--- src/ppc_consts.vh ---
// Constants for the peripheral port cycle controller
`ifndef PPC_CONSTS_VH
`define PPC_CONSTS_VH

// Timing control register index and reset value
`define PPC_TIMING_INDEX 8'h19
`define PPC_TIMING_RESET 8'h00

// Timing control register fields
`define PPC_BIT_WIDTH 0
`define PPC_BIT_TERM 1
`define PPC_BIT_ADDR2SEL 2
`define PPC_BIT_CMD2RDY 3
`define PPC_BIT_SEL2CMD 4
`define PPC_BIT_STROBE 5
`define PPC_BIT_BUSY 7
`define PPC_WRITABLE_MASK 8'h3f

// Interval lengths in clocks
`define PPC_DLY_SHORT 3'h1
`define PPC_DLY_LONG 3'h2
`define PPC_STRB_SHORT 3'h2
`define PPC_STRB_LONG 3'h4
// Shortest read strobe that lets the synchronised data catch up with the pins
`define PPC_READ_SETTLE 3'h3

// Request buffer depth
`define PPC_FIFO_DEPTH 32

`endif

--- src/ppc_sync.v ---
// Two flip-flop synchroniser for pin inputs
`timescale 1ns/1ps
module ppc_sync #(
    parameter WIDTH = 1
) (
    // Clock and reset
    input wire clk,
    input wire rst_n,
    // Data
    input wire [WIDTH-1:0] asyncIn,
    output reg [WIDTH-1:0] syncOut
);

reg [WIDTH-1:0] meta_r;

always @(posedge clk or negedge rst_n)
begin
    if (!rst_n)
    begin
        meta_r <= {WIDTH{1'b0}};
        syncOut <= {WIDTH{1'b0}};
    end
    else
    begin
        meta_r <= asyncIn;
        syncOut <= meta_r;
    end
end

endmodule // ppc_sync

--- src/ppc_fifo.v ---
// Request FIFO with registered head word
`timescale 1ns/1ps
module ppc_fifo #(
    parameter WIDTH = 25,
    parameter DEPTH = 32,
    parameter AW = 5
) (
    // Clock and reset
    input wire clk,
    input wire rst_n,
    // Fill side
    input wire inValid,
    output wire inReady,
    input wire [WIDTH-1:0] inData,
    // Drain side
    output reg outValid,
    input wire outReady,
    output reg [WIDTH-1:0] outData
);

reg [WIDTH-1:0] mem [0:DEPTH-1];
reg [AW-1:0] wrPtr_r;
reg [AW-1:0] rdPtr_r;
reg [AW:0] count_r;

wire memFull = (count_r == DEPTH[AW:0]);
wire memEmpty = (count_r == {(AW+1){1'b0}});
wire push = inValid && !memFull;
// The head register refills whenever it is free or being drained
wire pop = !memEmpty && (!outValid || outReady);

assign inReady = !memFull;

function [AW-1:0] ptrInc;
    input [AW-1:0] p;
    begin
        ptrInc = (p == DEPTH[AW-1:0] - 1'b1) ? {AW{1'b0}} : p + 1'b1;
    end
endfunction

always @(posedge clk)
begin
    if (push)
        mem[wrPtr_r] <= inData;
end

always @(posedge clk or negedge rst_n)
begin
    if (!rst_n)
    begin
        wrPtr_r <= {AW{1'b0}};
        rdPtr_r <= {AW{1'b0}};
        count_r <= {(AW+1){1'b0}};
        outValid <= 1'b0;
        outData <= {WIDTH{1'b0}};
    end
    else
    begin
        if (push)
            wrPtr_r <= ptrInc(wrPtr_r);
        if (pop)
        begin
            rdPtr_r <= ptrInc(rdPtr_r);
            outData <= mem[rdPtr_r];
            outValid <= 1'b1;
        end
        else if (outReady)
            outValid <= 1'b0;
        if (push && !pop)
            count_r <= count_r + 1'b1;
        else if (pop && !push)
            count_r <= count_r - 1'b1;
    end
end

endmodule // ppc_fifo

--- src/ppc_cycle_ctrl.v ---
// Peripheral port cycle controller: host requests to strobe cycles
//
// Summary of operation
// Width bit selects 8- or 16-bit port
// Ready seen at sample: minimum strobe sizes; a short read strobe runs three clocks, not two
// Ready absent at sample: wait for ready
// Write data driven before write strobe
// Ready mode: read data at strobe end
// Ready mode: target-ready next clock after ready
// Acknowledge mode: read data at acknowledge
// Acknowledge mode: target-ready next clock after acknowledge
// Zero: 8-bit, ready mode, minimum timings
// Bits 5..2 choose interval lengths
// Bit 1 selects ready or acknowledge ending
// 8-bit word splits into two byte cycles
// Address pins follow 128- or 16-byte configuration
// Address, select, strobe; release strobe then select
`timescale 1ns/1ps
`include "ppc_consts.vh"
module ppc_cycle_ctrl #(
    parameter FIFO_DEPTH = `PPC_FIFO_DEPTH
) (
    // Clock and reset
    input wire clk,
    input wire rst_n,
    // Host request stream
    input wire hostValid,
    output wire hostReady,
    input wire hostWrite,
    input wire hostWord,
    input wire [6:0] hostAddr,
    input wire [15:0] hostWdata,
    // Host completion
    output reg hostTrdy_n,
    output reg hostError,
    output reg [15:0] hostRdata,
    // Graphics register group access
    input wire regWrite,
    input wire [7:0] regIndex,
    input wire [7:0] regWdata,
    output reg [7:0] regRdata,
    // Configuration strap: 1 for 128-byte space, 0 for 16-byte space
    input wire cfg128Strap,
    // Peripheral port pins
    output reg [6:0] peripheralAddressOut,
    output reg peripheralSelect_n,
    output reg peripheralReadStrobe_n,
    output reg peripheralWriteStrobe_n,
    input wire peripheralReadyIn,
    input wire [15:0] peripheralDataBusIn,
    output reg [15:0] peripheralDataBusOut,
    output reg peripheralDataBusOe_n
);

localparam FW = 25;
localparam S_IDLE = 3'h0;
localparam S_ADDR = 3'h1;
localparam S_SEL = 3'h2;
localparam S_CMD = 3'h3;
localparam S_END = 3'h4;
localparam S_DESEL = 3'h5;

reg [7:0] peripheral_cycle_timing;
reg [2:0] state_r;
reg [2:0] cnt_r;
reg isWrite_r;
reg isWord_r;
reg secondByte_r;
reg [1:0] lane_r;
reg [4:0] addr_r;
reg [15:0] wdata_r;
reg [7:0] lowByte_r;
reg ackPrev_r;
reg lastByte_r;

wire fifoValid;
wire fifoReady;
wire [FW-1:0] fifoData;
wire readySync;
wire cfg128Sync;
wire [15:0] dataSync;

// Pin shared between ready and active-low acknowledge
wire dataAcknowledge_n = readySync;

ppc_fifo #(
    .WIDTH(FW),
    .DEPTH(FIFO_DEPTH),
    .AW(5)
) reqFifo (
    .clk(clk),
    .rst_n(rst_n),
    .inValid(hostValid),
    .inReady(hostReady),
    .inData({hostWrite, hostWord, hostAddr[1:0], hostAddr[6:2], hostWdata}),
    .outValid(fifoValid),
    .outReady(fifoReady),
    .outData(fifoData)
);

ppc_sync #(
    .WIDTH(18)
) pinSync (
    .clk(clk),
    .rst_n(rst_n),
    .asyncIn({peripheralReadyIn, cfg128Strap, peripheralDataBusIn}),
    .syncOut({readySync, cfg128Sync, dataSync})
);

function [2:0] dly;
    input sel;
    begin
        dly = sel ? `PPC_DLY_LONG : `PPC_DLY_SHORT;
    end
endfunction

wire busWide = peripheral_cycle_timing[`PPC_BIT_WIDTH];
wire ackMode = peripheral_cycle_timing[`PPC_BIT_TERM];
wire [2:0] tAddrSel = dly(peripheral_cycle_timing[`PPC_BIT_ADDR2SEL]);
wire [2:0] tSelCmd = dly(peripheral_cycle_timing[`PPC_BIT_SEL2CMD]);
wire [2:0] tCmdRdy = dly(peripheral_cycle_timing[`PPC_BIT_CMD2RDY]);
wire [2:0] tStrobe = peripheral_cycle_timing[`PPC_BIT_STROBE] ?
    `PPC_STRB_LONG : `PPC_STRB_SHORT;
wire busy = (state_r != S_IDLE) || fifoValid;

// Ready counts only once the command-to-ready interval has run out
wire readyOk = (cnt_r >= tCmdRdy) && readySync;
wire ackLead = ackPrev_r && !dataAcknowledge_n;
// Synced data lags the pins by two clocks, so a read strobe runs at least three
// clocks; a shorter one would capture a value sampled before the strobe fell
wire dataSettled = isWrite_r || (cnt_r >= `PPC_READ_SETTLE);
wire readyDone = readyOk && (cnt_r >= tStrobe) && dataSettled;
wire cycleDone = ackMode ? ackLead : readyDone;

assign fifoReady = (state_r == S_IDLE);

// Register access
always @(posedge clk or negedge rst_n)
begin
    if (!rst_n)
    begin
        peripheral_cycle_timing <= `PPC_TIMING_RESET;
        regRdata <= 8'h00;
    end
    else
    begin
        if (regWrite && regIndex == `PPC_TIMING_INDEX)
            peripheral_cycle_timing <= regWdata & `PPC_WRITABLE_MASK;
        if (regIndex == `PPC_TIMING_INDEX)
        begin
            regRdata <= peripheral_cycle_timing;
            regRdata[`PPC_BIT_BUSY] <= busy;
        end
        else
            regRdata <= 8'h00;
    end
end

// Address for the current byte or word
function [6:0] pinAddr;
    input wide128;
    input [4:0] a;
    input [1:0] lane;
    begin
        if (wide128)
            pinAddr = {a, 2'b00};
        else
            pinAddr = {3'b000, a[1:0], lane};
    end
endfunction

always @(posedge clk or negedge rst_n)
begin
    if (!rst_n)
    begin
        state_r <= S_IDLE;
        cnt_r <= 3'h0;
        isWrite_r <= 1'b0;
        isWord_r <= 1'b0;
        secondByte_r <= 1'b0;
        lane_r <= 2'h0;
        addr_r <= 5'h00;
        wdata_r <= 16'h0000;
        lowByte_r <= 8'h00;
        ackPrev_r <= 1'b1;
        lastByte_r <= 1'b0;
        hostTrdy_n <= 1'b1;
        hostError <= 1'b0;
        hostRdata <= 16'h0000;
        peripheralAddressOut <= 7'h00;
        peripheralSelect_n <= 1'b1;
        peripheralReadStrobe_n <= 1'b1;
        peripheralWriteStrobe_n <= 1'b1;
        peripheralDataBusOut <= 16'h0000;
        peripheralDataBusOe_n <= 1'b1;
    end
    else
    begin
        ackPrev_r <= dataAcknowledge_n;
        hostTrdy_n <= 1'b1;
        hostError <= 1'b0;
        case (state_r)
            S_IDLE:
            begin
                if (fifoValid)
                begin
                    if (busWide && !fifoData[23])
                    begin
                        // Byte access on a 16-bit port is refused at once
                        hostTrdy_n <= 1'b0;
                        hostError <= 1'b1;
                    end
                    else
                    begin
                        isWrite_r <= fifoData[24];
                        isWord_r <= fifoData[23];
                        secondByte_r <= 1'b0;
                        lane_r <= fifoData[23] ? {fifoData[22], 1'b0} : fifoData[22:21];
                        addr_r <= fifoData[20:16];
                        wdata_r <= fifoData[15:0];
                        lastByte_r <= busWide || !fifoData[23];
                        peripheralAddressOut <= pinAddr(cfg128Sync, fifoData[20:16],
                            fifoData[23] ? {fifoData[22], 1'b0} : fifoData[22:21]);
                        // Data goes out with the address, well ahead of the strobe
                        peripheralDataBusOut <= busWide ? fifoData[15:0] :
                            {8'h00, fifoData[7:0]};
                        peripheralDataBusOe_n <= !fifoData[24];
                        cnt_r <= 3'h1;
                        state_r <= S_ADDR;
                    end
                end
            end
            S_ADDR:
            begin
                if (cnt_r >= tAddrSel)
                begin
                    peripheralSelect_n <= 1'b0;
                    cnt_r <= 3'h1;
                    state_r <= S_SEL;
                end
                else
                    cnt_r <= cnt_r + 3'h1;
            end
            S_SEL:
            begin
                if (cnt_r >= tSelCmd)
                begin
                    peripheralReadStrobe_n <= isWrite_r;
                    peripheralWriteStrobe_n <= !isWrite_r;
                    cnt_r <= 3'h1;
                    state_r <= S_CMD;
                end
                else
                    cnt_r <= cnt_r + 3'h1;
            end
            S_CMD:
            begin
                if (cnt_r != 3'h7)
                    cnt_r <= cnt_r + 3'h1;
                if (cycleDone)
                begin
                    peripheralReadStrobe_n <= 1'b1;
                    peripheralWriteStrobe_n <= 1'b1;
                    if (!isWrite_r)
                    begin
                        // Data captured at strobe release or acknowledge leading edge
                        if (busWide)
                            hostRdata <= dataSync; // see
                        else if (secondByte_r)
                            hostRdata <= {dataSync[7:0], lowByte_r};
                        else if (lastByte_r)
                            hostRdata <= {8'h00, dataSync[7:0]};
                        else
                            lowByte_r <= dataSync[7:0];
                    end
                    if (lastByte_r)
                        hostTrdy_n <= 1'b0; // see
                    state_r <= S_END;
                end
            end
            S_END:
            begin
                peripheralSelect_n <= 1'b1;
                state_r <= S_DESEL;
            end
            S_DESEL:
            begin
                if (!lastByte_r)
                begin
                    // Second byte of a word on the 8-bit port
                    secondByte_r <= 1'b1;
                    lastByte_r <= 1'b1;
                    lane_r <= lane_r + 2'h1;
                    peripheralAddressOut <= pinAddr(cfg128Sync, addr_r, lane_r + 2'h1);
                    peripheralDataBusOut <= {8'h00, wdata_r[15:8]};
                    cnt_r <= 3'h1;
                    state_r <= S_ADDR;
                end
                else
                begin
                    peripheralDataBusOe_n <= 1'b1;
                    state_r <= S_IDLE;
                end
            end
            default:
                state_r <= S_IDLE;
        endcase
    end
end

endmodule // ppc_cycle_ctrl

--- config.mk ---
export PLATFORM = sky130hd
export DESIGN_NAME = ppc_cycle_ctrl
export DESIGN_NICKNAME = d
export VERILOG_FILES = /design/src/ppc_sync.v /design/src/ppc_fifo.v /design/src/ppc_cycle_ctrl.v
export VERILOG_INCLUDE_DIRS = /design/src
export SDC_FILE = /design/constraint.sdc
export NUM_CORES = 1
export LEC_CHECK = 0
export BUFFER_PORTS_ARGS = -buffer_cell sky130_fd_sc_hd__buf_2
export CAP_MARGIN = 5
export CORE_MARGIN = 2
export CORE_UTILIZATION = 50
export CTS_BUF_LIST = sky130_fd_sc_hd__clkbuf_2 sky130_fd_sc_hd__clkbuf_4 sky130_fd_sc_hd__clkbuf_8
export CTS_CLUSTER_SIZE = 8
export DETAILED_ROUTE_END_ITERATION = 10
export HOLD_SLACK_MARGIN = 0.03
export PLACE_DENSITY = 0.68
export REMOVE_ABC_BUFFERS = 1
export SYNTH_ARGS = -nofsm -noshare
export SYNTH_HDL_FRONTEND = slang
export SYNTH_SLANG_ARGS = --single-unit
--- constraint.sdc ---
create_clock -name clk -period 8.7 [get_ports clk]
set_input_delay 1.305 -clock clk [delete_from_list [all_inputs] [get_ports clk]]
set_output_delay 1.305 -clock clk [all_outputs]
set_load 0.02 [all_outputs]
==> impl_metrics.csv, run 1 <==
group,metric,value,unit
run_status,outcome,"finished clean",
worst_hold_path,hp-class,"reg -> reg",
pwr,ir_drop,228,µV
worst_hold_path,whs_path_depth,0,
pwr,power_frac_seq,0.441,
sta,drv_slew,0,
routing,drtIter0Drc,1896,
routing,first_pass_iters,5,
layout,layout_commonest_cell,"edfxtp_1",
worst_setup_path,rrSetupSlack,4.73,ns
logic_synthesis,synth_edf_count,800,
routing,drt-wirelength-per-cell,25.8,µm
sta,slew_headroom,0.197,
worst_setup_path,worstSetupStartpointType,"register",
worst_hold_path,hold_start,"pinSync.meta_r[17]",
logic_synthesis,synthXorXnorAreaFrac,0.00140,
logic_synthesis,syn_avg_cell_area,18.9,µm²
routing,routed_via_density,5.89,
flow_run,max_cap_violations,0,
worst_setup_path,crit_start,"reqFifo.rdPtr_r[1]",
place,place_area,0.0395,mm²
pwr,power.switching,4.04,mW
logic_synthesis,yosysSeqAreaShare,0.752,
worst_hold_path,min_delay_worst_endpoint,"pinSync.syncOut[17]",
pwr,p_int,9.14,mW
pwr,combPwrFrac,0.261,
worst_setup_path,endpoint_kind,"register",
sta,final.min_clock_period,3.97,ns
routing,vias,19362,
sta,rsz0062_at_grt,"false",
layout,final_area,0.0427,mm²
worst_setup_path,crit_arrival,4.62,ns
logic_synthesis,syn_area,0.0376,mm²
layout,multiInputGateArea,0.00896,mm²
layout,syn_to_final_growth,13.6,%
die,die_w,278,µm
worst_setup_path,critPathRequiredTime,9.35,ns
sta,fin_skew,0.0394,ns
logic_synthesis,synth_flop_cell,"edfxtp_1",
pwr,powerDensity,309,mW/mm²
die,rows,100,
logic_synthesis,syn_inst,1988,
cts,cts_buffer_depth,3,
die,die_area,0.0773,mm²
cts,cts_sinks,969,
logic_synthesis,ys_warn_count,0,
layout,layout-drive-gt1-share,0.313,
logic_synthesis,synth_top_area_cell,"edfxtp_1",
sta,worst_pin_slew,1.20,ns
logic_synthesis,synthAdderAreaFrac,0.00819,
pwr,leakagePower,15.1,nW
cts,cts_made_buffers,155,
sta,fmax,252,MHz
logic_synthesis,synth_top_family_by_area,"multiplexers",
sta,finalSetupViolations,0,
place,dp.final_hpwl,47.7,mm
routing,ant_nets,0,
place,numPortBuffers,113,
global_route,grt_pass1_wl,127,mm
layout,seq_area,0.0283,mm²
sta,setup-tns-final,0,ns
worst_setup_path,crit_fanout,66,
global_route,track_usage,0.224,
worst_setup_path,crit_type,"reg -> reg",
cts,postCtsResizedCells,0,
sta,hold-worst-slack,0.333,ns
die,die_y,278,µm
cts,clk_latency,0.82,ns
die,ioPinCount,117,
sta,finalHoldViolations,0,
logic_synthesis,ys_ff_latch,969,
die,coreArea,0.0744,mm²
cts,cts_setup_buffers,0,
cts,clock_tree.root_cell,"clkbuf_8",
pwr,clockPowerShare,0.298,
logic_synthesis,ys_types,60,
global_route,grt_max_degree,111,
routing,remaining_drc_errors,0,
logic_synthesis,synth.top_cell.area_share,0.639,
logic_synthesis,synth-simple-area-share,0.0282,
worst_setup_path,r2r_start,"reqFifo.rdPtr_r[1]",
logic_synthesis,synth_compound_area_frac,0.0457,
worst_setup_path,r2r_end,"reqFifo.outData[4]",
cts,cts_tree,"done",
sta,finalCritPeriodShare,0.457,
place,gp_congestion,0.804,
logic_synthesis,muxShareOfSynthArea,0.149,
cts,clk_pin_slew,0.06,ns
layout,fillCellCount,5496,
logic_synthesis,ys_async_sr_fraction,0.174,
global_route,grt_pass1_vias,20198,
global_route,antenna_found_initial,2,
layout,fin_nets,2286,
die,initial_core_util,0.505,
layout,final_cell_mix,"800 x edfxtp_1, 165 x clkbuf_8, 158 x dfrtp_1",
cts,hold_buffers,0,
global_route,grt-ovfl-total,0,
worst_setup_path,reg2reg_depth,7,
pwr,switching_share,0.306,
cts,cts.htree.levels,4,
logic_synthesis,synth_area_leaders,"edfxtp_1 64%, dfrtp_1 11%, mux4_2 9.2%",
routing,wl,84.9,mm
-- worst max path at each step --
| stage | end | slack [ns] |
|---|---|---|
| floorplan | reqFifo.outData[20] | -1.37 |
| global placement | reqFifo.outData[4] | 4.69 |
| detailed placement | reqFifo.outData[4] | 4.65 |
| CTS | reqFifo.outData[4] | 4.65 |
| global route | reqFifo.outData[4] | 4.46 |
| finish | reqFifo.outData[4] | 4.73 |
-- Yosys cell counts (8+ instances only) --
| library cell | n |
|---|---|
| nand2b_1 | 10 |
| mux2_4 | 10 |
| nand2_1 | 123 |
| buf_2 | 27 |
| edfxtp_1 | 800 |
| a22o_1 | 8 |
| ha_1 | 23 |
| mux4_2 | 154 |
| a21oi_1 | 66 |
| o21ai_0 | 58 |
| nor2_1 | 55 |
| o31ai_1 | 8 |
| dfrtp_1 | 163 |
| mux2i_1 | 109 |
| o221ai_1 | 23 |
| clkbuf_1 | 62 |
| buf_1 | 13 |
| inv_1 | 23 |
| a22oi_1 | 73 |
| mux2_2 | 78 |
| and2_1 | 9 |
-- final cells by class --
class	count	area share
Tap cell	969	0.0284
Sequential cell	969	0.662
Antenna cell	1	0.0000586
Timing Repair Buffer	165	0.0228
Clock inverter	34	0.00777
Multi-Input combinational cell	884	0.210
Inverter	24	0.00211
Clock buffer	240	0.0664
-- layer usage --
layer,share of wire,global-route usage,vias up
met5,0,0,-
met2,0.48,0.358,779
li1,-,-,8362
met3,0.068,0.0427,154
met4,0.028,0.0886,0
met1,0.42,0.307,10067
-- critical path: stages, from the launching register on --
cell	delay (ns)
dfrtp_4	0.80
buf_4	0.81
buf_4	0.91
mux4_2	0.42
a22oi_1	0.23
a21oi_1	0.12
a21oi_1	0.29
o21ai_0	0.16
-- cells by family (layout without fill, tap and decap cells) --
group,after synthesis,in the layout
buffers and inverters,135,463
other,1,2
xor gates and xnor gates,6,6
adders and majority gates,24,24
AOI/OAI and AO/OA,265,265
DFF,969,969
muxes,351,351
and+or+nand+nor,237,237
-- through the flow --
step | utilization | worst slack [ns] | instances | power [mW]
final | 0.573 | 4.73 | 3286 | 13.2
after global routing | 0.573 | 4.46 | 3286 | 13.8
after CTS | 0.573 | 4.65 | 3285 | 13.3
after detailed placement | 0.531 | 4.65 | 3011 | 9.38
after global placement | 0.531 | 4.69 | 3011 | 9.26
after floorplan | - | -1.37 | 1877 | 8.73
-- sequential cells by signal, summed over array words and instances (netlist names), 6 cells and up --
name / cells
regRdata: 7
peripheralAddressOut: 7
peripheral_cycle_timing: 6
reqFifo.count_r: 6
reqFifo.mem: 800
peripheralDataBusOut: 16
wdata_r: 8
pinSync.meta_r: 18
reqFifo.outData: 25
lowByte_r: 8
hostRdata: 16
pinSync.syncOut: 18
-- power by group through the flow --
stage	combinational [mW]	sequential [mW]	clock, mW
6_report	3.45	5.81	3.93
3_3_place_gp	3.39	5.87	0
4_1_cts	3.49	5.80	4.00
5_1_grt	3.74	5.86	4.20
2_1_floorplan	2.55	6.18	0
3_5_place_dp	3.48	5.90	0
Power figures use the tool's default switching activity.
==> run 2: changes to the inputs <==
- clock period: 8.7 -> 4.1 ns (I/O delays scaled with it)
==> run 2 against run 1 <==
Compared with the run above:
- global-route usage down 0.33 points
- worst hold slack worse by 0.013 ns
- clock-buffer cell count unchanged
- highest routed layer unchanged
- clock skew down 0.015 ns
- setup slack worse by 4.2 ns
- critical endpoint is now reqFifo.count_r[5]
==> impl_metrics.csv, run 2 (same netlist as run 1, synthesis figures left out) <==
group,metric,value,unit
run_status,outcome,"finished clean",
sta,slew_headroom,0.227,
layout,seq_area,0.0283,mm²
routing,wl,83.9,mm
die,initial_core_util,0.505,
sta,finalHoldViolations,0,
cts,cts_buffer_depth,3,
worst_setup_path,endpoint_kind,"register",
pwr,clockPowerShare,0.291,
worst_setup_path,max_stage_delay,0.55,ns
cts,cts_sinks,969,
sta,final.min_clock_period,3.55,ns
routing,ant_nets,0,
layout,multiInputGateArea,0.00895,mm²
die,coreArea,0.0744,mm²
layout,fin_cells,3293,
layout,top_regs,"reqFifo.mem (800), reqFifo.outData (25)",
cts,cts_tree,"done",
die,die_area,0.0773,mm²
sta,fmax,282,MHz
pwr,powerDensity,655,mW/mm²
layout,syn_to_final_growth,13.9,%
global_route,grt-ovfl-total,0,
global_route,track_usage,0.221,
pwr,switching_share,0.310,
routing,drt-wirelength-per-cell,25.5,µm
worst_hold_path,hp-class,"in -> reg",
layout,final_cell_mix,"800 x edfxtp_1, 169 x clkbuf_8, 158 x dfrtp_1",
layout,top_register,"reqFifo.mem",
die,ioPinCount,117,
layout,fillCellCount,5524,
layout,fin_nets,2299,
worst_setup_path,crit_fanout,9,
cts,postCtsResizedCells,0,
worst_setup_path,crit_top_cell,"ha_1",
routing,routed_via_density,5.91,
pwr,combPwrFrac,0.267,
sta,finalSetupViolations,0,
pwr,power_frac_seq,0.442,
routing,vias,19466,
routing,first_pass_iters,5,
layout,largest_reg_flops,800,
sta,setup-tns-final,0,ns
global_route,grt_pass1_wl,126,mm
die,die_y,278,µm
pwr,power.switching,8.69,mW
die,die_w,278,µm
global_route,grt_max_degree,107,
worst_setup_path,crit_chain,"or4_1 -> or3b_1 -> nand2_1 -> inv_2 -> ha_1 -> inv_1 -> ha_1 -> a21o_1 -> a21oi_1 -> nor2_1 -> nand4_1 -> o211ai_1 -> xor2_1",
worst_setup_path,crit_arrival,4.22,ns
worst_setup_path,slowest_stage,"or4_1",
layout,layout-drive-gt1-share,0.304,
worst_setup_path,crit_type,"reg -> reg",
pwr,leakagePower,15.2,nW
cts,cts_made_buffers,155,
sta,rsz0062_at_grt,"false",
place,placed_cells,2999,
die,rows,100,
routing,remaining_drc_errors,0,
layout,layout_commonest_cell,"edfxtp_1",
worst_setup_path,worstSetupStartpointType,"register",
cts,clk_latency,0.81,ns
sta,drv_slew,0,
worst_setup_path,critPathRequiredTime,4.77,ns
sta,finalCritPeriodShare,0.866,
cts,clk_pin_slew,0.05,ns
place,dp.final_hpwl,47.0,mm
place,numPortBuffers,113,
routing,drtIter0Drc,1782,
place,gp_congestion,0.786,
global_route,antenna_found_initial,1,
cts,clock_tree.root_cell,"clkbuf_8",
sta,fin_skew,0.0247,ns
sta,worst_pin_slew,1.16,ns
pwr,ir_drop,415,µV
flow_run,max_cap_violations,0,
worst_setup_path,cp_top_family,"simple AND/OR/NAND/NOR gates",
cts,cts.htree.levels,4,
pwr,p_int,19.4,mW
worst_setup_path,worst-path-buf-inv,2,
global_route,grt_pass1_vias,20216,
==> run 2: changes by cell type in the layout (fill, tap and decap cells not counted), moves of 2 or more <==
| cell | delta |
|---|---|
| clkbuf_4 | -4 |
| bufinv_16 | -2 |
| dlygate4sd3_1 | +25 |
| buf_12 | +4 |
| buf_4 | -16 |
| inv_8 | +3 |
| clkbuf_8 | +4 |
| inv_16 | -2 |
==> run 2: power groups by stage <==
stage / clock network (mW) / registers [mW] / logic (mW)
floorplan: 0 / 12.9 / 4.30
global placement: 0 / 12.5 / 7.33
detailed placement: 0 / 12.6 / 7.49
CTS: 8.33 / 12.4 / 7.54
global route: 8.73 / 12.5 / 8.07
finish: 8.17 / 12.4 / 7.48
==> run 2: repair_timing <==
action | in CTS | in global routing
setup buffers | 0 | 0
hold buffers | 25 | 0
endpoints found under the hold margin | 122 | 0
==> run 2: layer usage <==
layer | wire length (µm) | GRT usage | up-vias
met5 | 0 | 0 | -
met3 | 5770 | 0.0431 | 146
met1 | 36100 | 0.309 | 10227
met2 | 40100 | 0.351 | 699
li1 | - | - | 8394
met4 | 1920 | 0.0736 | 0
==> run 2: cell type report <==
| class | instances | area share |
|---|---|---|
| clock inverters | 28 | 0.00506 |
| well taps | 969 | 0.0283 |
| diodes | 1 | 0.0000585 |
| repair buffers | 178 | 0.0277 |
| inverters | 24 | 0.00211 |
| multi-input cells | 884 | 0.209 |
| clock buffers | 240 | 0.0668 |
| flip-flops and latches | 969 | 0.661 |
==> run 2: per-stage QoR <==
stage,utilization,total power [mW],worst slack [ns],hold WS (ns),area [µm²]
floorplan,-,17.2,-5.97,0.319,37100
global placement,0.530,19.9,0.607,0.333,39500
detailed placement,0.530,20.1,0.573,0.335,39500
CTS,0.575,28.2,0.563,0.241,42800
global route,0.575,29.3,0.366,0.292,42800
finish,0.575,28.0,0.551,0.320,42800
==> run 2: path summary, 6_finish.rpt <==
check | slack (ns) | startpoint | to | cells after the start
worst max-delay path | 0.55 | reqFifo.count_r[0] | reqFifo.count_r[5] | 13
worst min-delay path | 0.32 | hostWdata[2] | reqFifo.mem[2][2] | 1
worst max register to register | 0.55 | reqFifo.count_r[0] | reqFifo.count_r[5] | 13
worst min register to register | 0.35 | pinSync.meta_r[14] | pinSync.syncOut[14] | 0
max in group asynchronous | 2.44 | rst_n | reqFifo.outData[8] | 3
min in group asynchronous | 0.54 | rst_n | peripheralAddressOut[5] | 2
==> run 3: changes to the inputs <==
- RECOVER_POWER: default -> 50
- SYNTH_HIERARCHICAL: default -> 1
==> run 3 against run 2 <==
Compared with the run above:
- the flow now finishes with violations (capacitance limit, slew limit)
- wire length rose by 0.22%
- non-clock buffer count is 9 lower
- utilization is 0.051 points lower
- power increased by 1.2%
- setup slack gained 0.12 ns
- clock-buffer cell count rose by 10
- global-route usage about the same
- critical path depth shrank 2
- highest routed layer is now met5
==> impl_metrics.csv, run 3 <==
group,metric,value,unit
run_status,outcome,"finished with violations",
run_status,violations,"capacitance limit, slew limit",
routing,routed_via_density,5.99,
cts,cts_made_buffers,157,
die,die_y,278,µm
logic_synthesis,synthXorXnorAreaFrac,0.00140,
logic_synthesis,synth_edf_count,800,
logic_synthesis,synth_flop_cell,"edfxtp_1",
global_route,grt-ovfl-total,0,
worst_setup_path,crit_fanout,9,
place,gp_congestion,0.796,
logic_synthesis,synth_area_leaders,"edfxtp_1 64%, dfrtp_1 11%, mux4_2 9.1%",
sta,slew_headroom,-0.0650,
worst_setup_path,crit_arrival,4.09,ns
routing,first_pass_iters,5,
logic_synthesis,synth_commonest_cells,"800 x edfxtp_1, 163 x dfrtp_1, 152 x mux4_2",
layout,top_regs,"reqFifo/mem (800), reqFifo/outData (25)",
cts,clk_latency,0.79,ns
routing,ant_nets,0,
logic_synthesis,synthAdderAreaFrac,0.00821,
cts,cts_tree,"done",
global_route,grt_max_degree,116,
sta,rsz0062_at_grt,"false",
routing,wl,84.1,mm
logic_synthesis,ys_ff_latch,969,
global_route,antenna_found_initial,2,
layout,final_area,0.0427,mm²
logic_synthesis,ys_types,64,
logic_synthesis,synth_compound_area_frac,0.0547,
sta,finalHoldViolations,0,
logic_synthesis,ys_async_sr_fraction,0.174,
logic_synthesis,ys_warn_count,6,
worst_setup_path,crit_type,"reg -> reg",
logic_synthesis,synth.top_cell.area_share,0.641,
pwr,leakagePower,14.9,nW
pwr,ir_drop,382,µV
die,ioPinCount,117,
pwr,powerDensity,665,mW/mm²
routing,drtIter0Drc,1754,
logic_synthesis,synth_top_family_by_area,"multiplexers",
global_route,grt_pass1_wl,125,mm
sta,fmax,291,MHz
routing,remaining_drc_errors,0,
worst_setup_path,endpoint_kind,"register",
sta,finalCritPeriodShare,0.837,
pwr,power,28.4,mW
cts,cts_sinks,969,
place,dp_worst_setup_slack,0.769,ns
worst_hold_path,hp-class,"in -> reg",
cts,cts.htree.levels,4,
die,coreArea,0.0743,mm²
logic_synthesis,synth_top_area_cell,"edfxtp_1",
place,place_area,0.0393,mm²
die,initial_core_util,0.504,
layout,fin_nets,2236,
die,rows,100,
place,dp.final_hpwl,46.7,mm
cts,cts_buffer_depth,3,
flow_run,max_cap_violations,3,
layout,layout_commonest_cell,"edfxtp_1",
sta,final.min_clock_period,3.43,ns
routing,vias,19382,
logic_synthesis,syn_area,0.0375,mm²
cts,clk_pin_slew,0.06,ns
logic_synthesis,muxShareOfSynthArea,0.139,
layout,final_cell_mix,"800 x edfxtp_1, 173 x clkbuf_8, 161 x dfrtp_1",
layout,layout-drive-gt1-share,0.284,
worst_setup_path,critPathRequiredTime,4.76,ns
sta,finalSetupViolations,0,
layout,syn_to_final_growth,13.8,%
logic_synthesis,synth-simple-area-share,0.0256,
logic_synthesis,syn_avg_cell_area,19.5,µm²
sta,fin_skew,0.0490,ns
routing,drt-wirelength-per-cell,26.0,µm
sta,drv_slew,96,
sta,hold-worst-slack,0.132,ns
sta,postLayoutSetupSlackWorst,0.667,ns
place,numPortBuffers,113,
logic_synthesis,synth.most_common_cell,"edfxtp_1",
cts,clock_tree.root_cell,"clkbuf_8",
global_route,grt_pass1_vias,19881,
die,die_area,0.0772,mm²
layout,top_register,"reqFifo/mem",
global_route,track_usage,0.221,
logic_synthesis,yosysSeqAreaShare,0.754,
die,die_w,278,µm
layout,largest_reg_flops,800,
worst_setup_path,worstSetupStartpointType,"register",
sta,worst_pin_slew,1.60,ns
logic_synthesis,syn_inst,1927,
[run 3: cell count changes after synthesis, sizes merged, moves of 8 or more]
cell / previous run / this run
a21oi: 67 / 17
mux2: 88 / 56
o21ai: 59 / 32
o221ai: 23 / 48
a221o: 0 / 24
a22oi: 73 / 52
o22ai: 3 / 24
a211oi: 6 / 26
nand2: 123 / 104
clkbuf: 63 / 50
a22o: 8 / 18
buf: 48 / 56
[run 3: path summary, 6_finish.rpt]
| path | endpoint | depth (start not counted) | start | slack [ns] |
|---|---|---|---|---|
| worst max-delay path | reqFifo/count_r[5] | 11 | reqFifo/count_r[1] | 0.67 |
| worst min-delay path | peripheral_cycle_timing[2] | 2 | regWdata[2] | 0.13 |
| worst max register to register | reqFifo/count_r[5] | 11 | reqFifo/count_r[1] | 0.67 |
| worst min register to register | pinSync/syncOut[2] | 0 | pinSync/meta_r[2] | 0.35 |
| max in group asynchronous | peripheralDataBusOut[8] | 3 | rst_n | 1.53 |
| min in group asynchronous | pinSync/meta_r[17] | 2 | rst_n | 0.54 |
[run 3: where the power goes]
group / internal [mW] / switching [mW]
clock: 4.75 / 3.65
combinational: 3.26 / 4.39
sequential: 11.6 / 0.693
total: 19.6 / 8.74
[run 3: kinds of logic after synthesis]
kind of cell,count (synthesis)
other cells,1
buf+inv,129
simple gates,214
compound gates,266
flops,969
mux,318
fa+ha+maj,24
xor+xnor,6
[run 3: layer usage]
metal  track usage  routed length [µm]
met3        0.0479                6370
met4        0.0804                2000
met2         0.358               41700
met5             0                  13
met1         0.298               34000
[run 3: stage by stage]
stage	utilization	instances	TNS [ns]
after global placement	0.528	2934	0
after detailed placement	0.528	2934	0
after floorplan	-	1821	-183.06
after global routing	0.574	3237	0
after CTS	0.575	3235	0
final	0.574	3237	0
[run 3: final cells by class]
type                    count  area (µm²)
well taps                 969        1210
flip-flops and latches    969       28300
multi-input cells         829        8820
fillers                  5549       31600
repair buffers            169        1080
diodes                      1        2.50
clock buffers             250        2950
clock inverters            27         254
inverters                  23        88.8
[run 3: critical path, stage by stage, from the launching register on]
cell     delay, ns
dfrtp_1       0.43
or4_4         0.58
o31ai_2       0.47
inv_2         0.18
ha_1          0.31
inv_1         0.19
ha_1          0.27
a21o_1        0.18
a21oi_1       0.26
or4_1         0.18
nand3_1       0.11
xnor2_1       0.15
[run 3: what timing repair did]
item / 4_1_cts / 5_1_grt
resized for setup: 0 / 0
buffers inserted: 0 / 0
hold endpoints to repair: 130 / 0
hold buffers: 24 / 0
